**src/core/vt_supervision_pkg.sv**
```systemverilog
// Package with constants for the voltage transformer supervision block.
package vt_supervision_pkg;
    localparam int unsigned CLK_HZ            = 10_000_000;
    // Quantities are unsigned magnitudes: volts in 0.1 V units, currents in 0.01 In units.
    localparam logic [15:0] NEG_SEQ_V_THRESH  = 16'h0064;
    localparam logic [15:0] PHASE_V_DROPOFF   = 16'h0064;
    localparam logic [15:0] PHASE_V_PICKUP    = 16'h012c;
    localparam logic [15:0] SUPERIMPOSED_THR  = 16'h000a;
    localparam logic [15:0] NEG_I_INH_MIN     = 16'h0005;
    localparam logic [15:0] NEG_I_INH_MAX     = 16'h0032;
    localparam logic [15:0] NEG_I_INH_DEF     = 16'h0005;
    localparam logic [15:0] OC_INH_MIN        = 16'h0008;
    localparam logic [15:0] OC_INH_MAX        = 16'h0c80;
    localparam logic [15:0] OC_INH_DEF        = 16'h03e8;
    // Delay setting in 0.1 s steps.
    localparam logic [15:0] DELAY_MIN         = 16'h000a;
    localparam logic [15:0] DELAY_MAX         = 16'h0064;
    localparam logic [15:0] DELAY_DEF         = 16'h0032;
    localparam int unsigned DELAY_STEP_MS     = 100;
    localparam int unsigned DELAY_STEP_CYCLES = CLK_HZ / 1000 * DELAY_STEP_MS;
    // Samples per power cycle held for the superimposed current comparison.
    localparam int unsigned CYCLE_SAMPLES     = 16;
    localparam int unsigned NUM_ELEMENTS      = 8;
    // Register map.
    localparam logic [7:0] REG_CTRL      = 8'h00;
    localparam logic [7:0] REG_NEG_I_INH = 8'h04;
    localparam logic [7:0] REG_OC_INH    = 8'h08;
    localparam logic [7:0] REG_DELAY     = 8'h0c;
    localparam logic [7:0] REG_LINKS     = 8'h10;
    localparam logic [7:0] REG_STATUS    = 8'h14;
    localparam int unsigned CTRL_INDICATE = 0;
    localparam int unsigned CTRL_AUTO     = 1;
    localparam int unsigned CTRL_RESET    = 2;
    localparam int unsigned CTRL_NONDIR   = 3;
    typedef enum logic [1:0] {ST_IDLE, ST_TIMING, ST_LATCHED} sup_state_t;
endpackage

```
**src/core/vt_supervision.sv**
```systemverilog
// Voltage transformer supervision logic with an AHB-Lite register slave.
//
// Overview of operation
// RULE1: Negative sequence voltage without negative sequence current raises the supervision condition.
// RULE2: Voltage threshold fixed at 10V; current inhibit settable 0.05In to 0.5In.
// RULE3: Superimposed current is present sample minus the sample one cycle earlier.
// RULE4: All three voltages collapsed with no superimposed current raises the condition.
// RULE5: Phase voltage detectors drop off below 10V, pick up above 30V.
// RULE6: Superimposed current detectors pick up at a fixed 0.1In.
// RULE7: Energisation with voltages absent blocks only if overcurrent detector not operated.
// RULE8: Energisation path works only while pole dead logic reports live line.
// RULE9: Energisation overcurrent threshold settable 0.08In to 32In, default 10In.
// RULE10: Block latches after condition persists for 1s to 10s delay, default 5s.
// RULE11: Before latching inhibits override the block; after latching faults cannot.
// RULE12: Manual reset mode clears latch on command only when condition has gone.
// RULE13: Automatic reset mode clears latch when all three voltages are restored.
// RULE14: Indication only mode alarms without blocking; blocking mode is default.
// RULE15: Supervision indication rises when the delay expires in either mode.
// RULE16: In indication only mode a trip raises the indication early.
// RULE17: In blocking mode each voltage element is blocked per its own link.
// RULE18: Directional to non-directional conversion only available in blocking mode.
// RULE19: Breaker auxiliary disconnect input produces the block directly.
// RULE20: Superimposed current is checked per phase; any phase inhibits three phase detector.
//
// Our own choices: the AHB-Lite interface to the registers and the address map.
`default_nettype none
module vt_supervision
    import vt_supervision_pkg::*;
(
    input  wire logic                    clk,
    input  wire logic                    sys_rst,
    input  wire logic                    sample_valid,
    input  wire logic [15:0]             phase_voltage_a,
    input  wire logic [15:0]             phase_voltage_b,
    input  wire logic [15:0]             phase_voltage_c,
    input  wire logic [15:0]             phase_current_a,
    input  wire logic [15:0]             phase_current_b,
    input  wire logic [15:0]             phase_current_c,
    input  wire logic [15:0]             neg_seq_voltage,
    input  wire logic [15:0]             neg_seq_current,
    input  wire logic                    live_line,
    input  wire logic                    breaker_aux_disconnect_input,
    input  wire logic                    trip_signal,
    input  wire logic                    hsel,
    input  wire logic [31:0]             haddr,
    input  wire logic [1:0]              htrans,
    input  wire logic                    hwrite,
    input  wire logic [2:0]              hsize,
    input  wire logic [31:0]             hwdata,
    input  wire logic                    hready,
    output logic [31:0]                  hrdata,
    output logic                         hreadyout,
    output logic                         hresp,
    output logic                         vt_supervision_block,
    output logic                         vt_supervision_alarm,
    output logic [NUM_ELEMENTS-1:0]      element_block,
    output logic                         nondirectional_convert
);
    // Settings and control.
    logic                    indicate_q;
    logic                    auto_q;
    logic                    nondir_q;
    logic [15:0]             neg_i_inh_q;
    logic [15:0]             oc_inh_q;
    logic [15:0]             delay_q;
    logic [NUM_ELEMENTS-1:0] links_q;
    logic                    reset_cmd_q;
    // Bus pipeline.
    logic                    wr_pend_q;
    logic [7:0]              addr_q;
    logic [31:0]             hrdata_q;
    // Detection state.
    logic [2:0]              v_live_q;
    logic [2:0]              delta_q;
    logic [15:0]             hist_a [CYCLE_SAMPLES];
    logic [15:0]             hist_b [CYCLE_SAMPLES];
    logic [15:0]             hist_c [CYCLE_SAMPLES];
    logic [$clog2(CYCLE_SAMPLES)-1:0] hist_ptr_q;
    logic [$clog2(CYCLE_SAMPLES):0]   hist_fill_q;
    sup_state_t              state_q;
    logic [15:0]             step_cnt_q;
    logic [23:0]             cyc_cnt_q;
    logic                    early_ind_q;
    logic                    block_q;
    logic                    alarm_q;
    logic [NUM_ELEMENTS-1:0] elem_q;
    logic                    nondir_out_q;
    wire                     cond_any;

    // Bus decode.
    wire        bus_take   = hsel && hready && htrans[1];
    wire [7:0]  word_addr  = {haddr[7:2], 2'b00};
    wire        wr_ctrl    = wr_pend_q && (addr_q == REG_CTRL);
    wire        wr_neg_i   = wr_pend_q && (addr_q == REG_NEG_I_INH);
    wire        wr_oc      = wr_pend_q && (addr_q == REG_OC_INH);
    wire        wr_delay   = wr_pend_q && (addr_q == REG_DELAY);
    wire        wr_links   = wr_pend_q && (addr_q == REG_LINKS);
    wire [15:0] wr_half    = hwdata[15:0];
    // Out of range settings are clamped to the nearest legal value.
    wire [15:0] neg_i_clamp = (wr_half < NEG_I_INH_MIN) ? NEG_I_INH_MIN :
                              (wr_half > NEG_I_INH_MAX) ? NEG_I_INH_MAX : wr_half; // see RULE2
    wire [15:0] oc_clamp    = (wr_half < OC_INH_MIN) ? OC_INH_MIN :
                              (wr_half > OC_INH_MAX) ? OC_INH_MAX : wr_half;       // see RULE9
    wire [15:0] delay_clamp = (wr_half < DELAY_MIN) ? DELAY_MIN :
                              (wr_half > DELAY_MAX) ? DELAY_MAX : wr_half;         // see RULE10
    wire [31:0] status_word = {25'h0, early_ind_q, block_q, alarm_q, v_live_q == 3'h7,
                               state_q == ST_LATCHED, cond_any, breaker_aux_disconnect_input};
    wire [31:0] rd_mux = (word_addr == REG_CTRL)      ? {28'h0000000, nondir_q, 1'b0, auto_q, indicate_q} :
                         (word_addr == REG_NEG_I_INH) ? {16'h0000, neg_i_inh_q} :
                         (word_addr == REG_OC_INH)    ? {16'h0000, oc_inh_q} :
                         (word_addr == REG_DELAY)     ? {16'h0000, delay_q} :
                         (word_addr == REG_LINKS)     ? {24'h000000, links_q} :
                         (word_addr == REG_STATUS)    ? status_word : 32'h00000000;

    // Detectors.
    wire [15:0] old_a = hist_a[hist_ptr_q];
    wire [15:0] old_b = hist_b[hist_ptr_q];
    wire [15:0] old_c = hist_c[hist_ptr_q];
    wire [15:0] diff_a = (phase_current_a > old_a) ? phase_current_a - old_a : old_a - phase_current_a; // see RULE3
    wire [15:0] diff_b = (phase_current_b > old_b) ? phase_current_b - old_b : old_b - phase_current_b;
    wire [15:0] diff_c = (phase_current_c > old_c) ? phase_current_c - old_c : old_c - phase_current_c;
    wire        hist_full  = hist_fill_q == CYCLE_SAMPLES[$clog2(CYCLE_SAMPLES):0];
    wire [2:0]  delta_d    = hist_full ? {diff_c > SUPERIMPOSED_THR, diff_b > SUPERIMPOSED_THR,
                                          diff_a > SUPERIMPOSED_THR} : 3'h0;            // see RULE6
    wire        any_delta  = |delta_q;                                                  // see RULE20
    wire        neg_i_inh  = neg_seq_current > neg_i_inh_q;
    wire        oc_any     = (phase_current_a > oc_inh_q) || (phase_current_b > oc_inh_q) ||
                             (phase_current_c > oc_inh_q);
    wire        all_dead   = v_live_q == 3'h0;
    wire        cond_nps   = (neg_seq_voltage > NEG_SEQ_V_THRESH) && !neg_i_inh;        // see RULE1
    wire        cond_3ph   = all_dead && !any_delta;                                    // see RULE4
    wire        cond_energ = live_line && all_dead && any_delta && !oc_any;             // see RULE7, RULE8
    assign      cond_any   = cond_nps || cond_3ph || cond_energ;
    // Before latching either inhibit removes the block at once.
    wire        inhibit    = neg_i_inh || oc_any;                                       // see RULE11
    wire        delay_done = (step_cnt_q >= delay_q) && (state_q == ST_TIMING);
    wire        cyc_tick   = cyc_cnt_q == 24'(DELAY_STEP_CYCLES - 1);
    wire        restored   = v_live_q == 3'h7;
    wire        clear_man  = !auto_q && reset_cmd_q && !cond_any;                       // see RULE12
    wire        clear_auto = auto_q && restored;                                        // see RULE13
    wire        sup_active = (state_q == ST_LATCHED) || breaker_aux_disconnect_input ||
                             ((state_q == ST_TIMING) && !inhibit);
    wire        block_d    = !indicate_q && sup_active;                                 // see RULE14
    wire        alarm_d    = (state_q == ST_LATCHED) || breaker_aux_disconnect_input || early_ind_q; // see RULE15
    wire [NUM_ELEMENTS-1:0] elem_d = block_d ? links_q : '0;                            // see RULE17
    wire        nondir_d   = block_d && nondir_q && !indicate_q;                        // see RULE18

    // Per phase hysteresis: hold state between 10V and 30V.
    function automatic logic level_next(input logic cur, input logic [15:0] v);
        level_next = cur ? (v >= PHASE_V_DROPOFF) : (v > PHASE_V_PICKUP);
    endfunction

    always_ff @(posedge clk) begin
        if (sys_rst) begin
            indicate_q  <= 1'b0;
            auto_q      <= 1'b0;
            nondir_q    <= 1'b0;
            neg_i_inh_q <= NEG_I_INH_DEF;
            oc_inh_q    <= OC_INH_DEF;
            delay_q     <= DELAY_DEF;
            links_q     <= '0;
            reset_cmd_q <= 1'b0;
        end else begin
            reset_cmd_q <= wr_ctrl && hwdata[CTRL_RESET];
            if (wr_ctrl) begin
                indicate_q <= hwdata[CTRL_INDICATE];
                auto_q     <= hwdata[CTRL_AUTO];
                nondir_q   <= hwdata[CTRL_NONDIR];
            end
            if (wr_neg_i) begin
                neg_i_inh_q <= neg_i_clamp;
            end
            if (wr_oc) begin
                oc_inh_q <= oc_clamp;
            end
            if (wr_delay) begin
                delay_q <= delay_clamp;
            end
            if (wr_links) begin
                links_q <= hwdata[NUM_ELEMENTS-1:0];
            end
        end
    end

    always_ff @(posedge clk) begin
        if (sys_rst) begin
            wr_pend_q <= 1'b0;
            addr_q    <= 8'h00;
            hrdata_q  <= 32'h00000000;
        end else begin
            wr_pend_q <= bus_take && hwrite;
            addr_q    <= word_addr;
            if (bus_take && !hwrite) begin
                hrdata_q <= rd_mux;
            end
        end
    end

    // The history is not reset; the fill counter masks it until one full cycle is stored.
    always_ff @(posedge clk) begin
        if (sample_valid) begin
            hist_a[hist_ptr_q] <= phase_current_a;
            hist_b[hist_ptr_q] <= phase_current_b;
            hist_c[hist_ptr_q] <= phase_current_c;
        end
    end

    always_ff @(posedge clk) begin
        if (sys_rst) begin
            hist_ptr_q  <= '0;
            hist_fill_q <= '0;
            v_live_q    <= 3'h7;
            delta_q     <= 3'h0;
        end else if (sample_valid) begin
            hist_ptr_q  <= hist_ptr_q + 1'b1;
            hist_fill_q <= hist_full ? hist_fill_q : hist_fill_q + 1'b1;
            v_live_q    <= {level_next(v_live_q[2], phase_voltage_c), level_next(v_live_q[1], phase_voltage_b),
                            level_next(v_live_q[0], phase_voltage_a)};                  // see RULE5
            delta_q     <= delta_d;
        end
    end

    always_ff @(posedge clk) begin
        if (sys_rst) begin
            state_q     <= ST_IDLE;
            step_cnt_q  <= 16'h0000;
            cyc_cnt_q   <= 24'h000000;
            early_ind_q <= 1'b0;
        end else begin
            cyc_cnt_q <= (state_q != ST_TIMING || cyc_tick) ? 24'h000000 : cyc_cnt_q + 24'h000001;
            unique case (state_q)
                ST_IDLE: begin
                    step_cnt_q  <= 16'h0000;
                    early_ind_q <= 1'b0;
                    if (breaker_aux_disconnect_input) begin
                        state_q <= ST_LATCHED;                                          // see RULE19
                    end else if (cond_any && !inhibit) begin
                        state_q <= ST_TIMING;
                    end
                end
                ST_TIMING: begin
                    if (breaker_aux_disconnect_input || delay_done) begin
                        state_q <= ST_LATCHED;                                          // see RULE10
                    end else if (!cond_any || inhibit) begin
                        state_q <= ST_IDLE;
                    end
                    step_cnt_q <= cyc_tick ? step_cnt_q + 16'h0001 : step_cnt_q;
                    if (indicate_q && trip_signal) begin
                        early_ind_q <= 1'b1;                                            // see RULE16
                    end
                end
                ST_LATCHED: begin
                    early_ind_q <= 1'b0;
                    if (!breaker_aux_disconnect_input && (clear_man || clear_auto)) begin
                        state_q <= ST_IDLE;
                    end
                end
            endcase
        end
    end

    always_ff @(posedge clk) begin
        if (sys_rst) begin
            block_q      <= 1'b0;
            alarm_q      <= 1'b0;
            elem_q       <= '0;
            nondir_out_q <= 1'b0;
        end else begin
            block_q      <= block_d;
            alarm_q      <= alarm_d;
            elem_q       <= elem_d;
            nondir_out_q <= nondir_d;
        end
    end

    assign hrdata                 = hrdata_q;
    assign hreadyout              = 1'b1;
    assign hresp                  = 1'b0;
    assign vt_supervision_block   = block_q;
    assign vt_supervision_alarm   = alarm_q;
    assign element_block          = elem_q;
    assign nondirectional_convert = nondir_out_q;
endmodule
`default_nettype wire

```
**config.mk**
```make
export PLATFORM = sky130hd
export DESIGN_NAME = vt_supervision
export DESIGN_NICKNAME = d
export VERILOG_FILES = /design/src/core/vt_supervision_pkg.sv /design/src/core/vt_supervision.sv
export SDC_FILE = /design/constraint.sdc
export NUM_CORES = 1
export LEC_CHECK = 0
export BUFFER_PORTS_ARGS = -buffer_cell sky130_fd_sc_hd__buf_2
export CAP_MARGIN = 5
export CORE_MARGIN = 5
export CORE_UTILIZATION = 60
export CTS_BUF_LIST = sky130_fd_sc_hd__clkbuf_2 sky130_fd_sc_hd__clkbuf_4 sky130_fd_sc_hd__clkbuf_8
export DETAILED_ROUTE_END_ITERATION = 12
export PLACE_DENSITY = 0.79
export SLEW_MARGIN = 20
export SYNTH_ARGS = -nofsm -noshare
export SYNTH_HDL_FRONTEND = slang
export SYNTH_SLANG_ARGS = --single-unit
```
**constraint.sdc**
```tcl
create_clock -name clk -period 6.9 [get_ports clk]
set_input_delay 1.035 -clock clk [delete_from_list [all_inputs] [get_ports clk]]
set_output_delay 1.035 -clock clk [all_outputs]
set_load 0.01 [all_outputs]
```
==> impl_results.md <==
- Status: finished, final reports clean
- FF-to-FF End: delta_q[0]$_SDFFE_PP0P_
- Worst Path Max Fanout: 33
- First drt pass iteration count: 5
- Area delta synth->final: 11.6%
- Largest net degree at the start of global routing: 59
- Hold Vio Cnt, Final: 0
- Avg Cell Area, Syn: 15.1 um2
- Non-Filler Instances: 4107
- Final Setup Violations: 0
- Synth unique cells: 86
- Final instance area: 47200 um2
- Cell count after synthesis: 2804
- Hold Startpoint: cyc_cnt_q[0]$_SDFF_PP0_
- Initial core utilization: 60.4%
- Setup Crit Path Kind: flop to flop
- Core Area: 70000 um2
- Detailed Place HPWL: 66.0 mm
- Synth warnings: 0
- Pwr per Cell Area: 265 nW/um2
- Vias in the first global route: 26500
- Yosys top cell by area: edfxtp_1
- Iter 0 DRT Violations: 2487
- Chip width: 276 um
- Worst hold path depth: 1
- GRT overflow: 0
- Hold buffer count at CTS: 0
- Die ar.: 75900 um2
- Share of cells above drive strength 1: 23.7%
- GRT Util Overall: 27.7%
- Main synth FF type: edfxtp_1
- Setup Buffers After CTS: 0
- Type of origin of the critical path: flop
- CP Capture Type: flop
- Routed wire length: 104 mm
- Via Count: 25800
- RSZ-0062 raised after global routing: false
- Row cnt: 97
- Cell area after synthesis: 42300 um2
- Via density per instance: 6.27
- Register bit count reported by yosys: 924
- First-pass GRT wire length: 157 mm
- Commonest non-fill, non-tap cell in the layout: edfxtp_1
- RD Place Congestion: 0.933
- Measured slew at the worst slew-check pin: 1.01 ns
- Req. time, crit path: 7.54 ns
- Peak VDD IR: 192 uV
- Rel. slew slack: 32.3%
- Max-cap violations: 0
- Final #Nets: 3450
- Drt drc: 0
- DP Area: 44200 um2
- Fmax: 0.178 GHz
- TritonCTS Buffers: 145
- Synth async-reset ratio: 0%
- Seq/Total Area, Yosys: 61.9%
- Height of the die: 276 um
- Hold endpoint: cyc_cnt_q[0]$_SDFF_PP0_
- Clk sinks: 924
- Cell total after placement: 3844
- Clock buffer depth: 3
- Area contributors post-synth: edfxtp_1, mux4_2, dfxtp_1
- Reg-to-reg slack, setup: 1.29 ns
- Leak: 0.0168 uW
- Root Buffer: clkbuf_8
- Remaining antenna violation count after routing: 0
- Arrival @ worst endpoint: 6.25 ns
- FF-to-FF path depth: 15
- Initial antenna violation count: 8
- Htree depth: 4
- Area fraction of the dominant cell type after synthesis: 54.5%
- DR WL/cell: 25.3 um
- PostCTS Resize Cnt: 0
- Clock latency on the worst-skew pair: 0.81 ns
- Top-level I/O count: 251
- Post-synth EDFFs: 768
- Place WS: 1.26 ns
- Layout Skew: 0.0391 ns
- Slew Viols, Final: 0
- Period utilization: 81.3%
- Final worst slack: 1.29 ns
- Commonest cells after routing, fill and taps aside: edfxtp_1, mux4_2, ha_1
- I/O Buffers: 186
- Worst-path clk slew: 0.06 ns
- Total Negative Setup Slacks: 0 ns
- Tmin final: 5.61 ns
- TritonCTS clock tree: yes
- Hold crit path type: flop to flop
worst max path at each step:
stage	startpoint	end	slack, ns
3_3_place_gp	flop	delta_q[0]$_SDFFE_PP0P_	1.25
3_5_place_dp	flop	delta_q[1]$_SDFFE_PP0P_	1.26
6_report	flop	delta_q[0]$_SDFFE_PP0P_	1.29
4_1_cts	flop	delta_q[0]$_SDFFE_PP0P_	1.24
2_1_floorplan	flop	delta_q[0]$_SDFFE_PP0P_	2.15
5_1_grt	flop	delta_q[0]$_SDFFE_PP0P_	0.85
Yosys cell counts (15+ instances only):
cell and number:
a21o_1 45, a21oi_1 137, a22oi_1 17, a31oi_1 15, and2_1 34, and3_1 19, buf_1 21, buf_2 27
buf_4 20, clkbuf_1 68, dfxtp_1 156, edfxtp_1 768, ha_1 187, inv_1 180, mux2i_1 45, mux4_2 240
nand2_1 93, nand2b_1 19, nand3_1 44, nand4_1 33, nor2_1 157, nor2b_1 30, nor3_1 62, o211ai_1 22
o21a_1 15, o21ai_0 72, xnor2_1 35, xor2_1 36
cell type report:
type	count	area (um2)
multi-input combinational	1577	14900
tap	940	1180
fill	4682	22800
sequential	924	26200
clock buffer	204	2490
inverter	180	676
antenna	6	15.0
timing repair buffer	223	1320
clock inverter	53	414
registers in the layout (all words and copies together), names as in the netlist, 3 cells and up, named ones only:
register,cells
hist_a,256
hist_b,256
hist_c,256
cyc_cnt_q,24
delay_q,16
hrdata,16
neg_i_inh_q,16
oc_inh_q,16
step_cnt_q,16
element_block,8
links_q,8
addr_q,6
hist_fill_q,5
hist_ptr_q,4
delta_q,3
v_live_q,3
kinds of logic (layout without fill, tap and decap cells):
family,after synthesis,in the layout,share of synthesized area [%]
adder cells (fa/ha/maj),193,193,5.82
flip-flops,924,924,61.9
buffers and inverters,319,660,3.14
AND/OR/NAND/NOR,558,558,6.70
AO/OA/AOI/OAI,444,444,6.89
XOR/XNOR,71,71,1.47
multiplexers,293,293,14.1
other,2,24,0.0178
routing by layer:
| layer | global-route usage (%) | part of all wire (%) | wire length [um] | vias up |
|---|---|---|---|---|
| met5 | 0 | 0 | 0 | - |
| met4 | 9.48 | 3.2 | 3300 | 0 |
| met3 | 5.55 | 8.9 | 9260 | 214 |
| met2 | 47.3 | 50 | 52300 | 1299 |
| met1 | 35.8 | 38 | 39200 | 12900 |
| li1 | - | - | - | 11400 |
per-stage QoR:
stage | util, % | power [uW] | hold slack, ns
4_1_cts | 67.3 | 12600 | 0.428
3_5_place_dp | 63.2 | 7980 | 0.447
5_1_grt | 67.4 | 13000 | 0.479
6_report | 67.4 | 12500 | 0.457
2_1_floorplan | - | 7520 | 0.426
3_3_place_gp | 63.1 | 7940 | 0.436
where the power goes:
| group | switching, uW | internal [uW] |
|---|---|---|
| clock | 2130 | 2500 |
| sequential | 36.2 | 6110 |
| combinational | 991 | 748 |
critical path, stage by stage, from the launching register on:
cell	delay [ns]
dfxtp_4	0.64
buf_12	0.33
buf_12	0.29
mux4_2	0.55
mux4_2	0.51
ha_1	0.52
nand2_1	0.17
o211ai_1	0.27
a21oi_1	0.10
nor2b_1	0.18
o21a_1	0.67
mux2i_1	0.41
a31oi_1	0.15
xnor2_1	0.14
nor4_1	0.34
a211oi_1	0.12
Power figures use the tool's default switching activity.
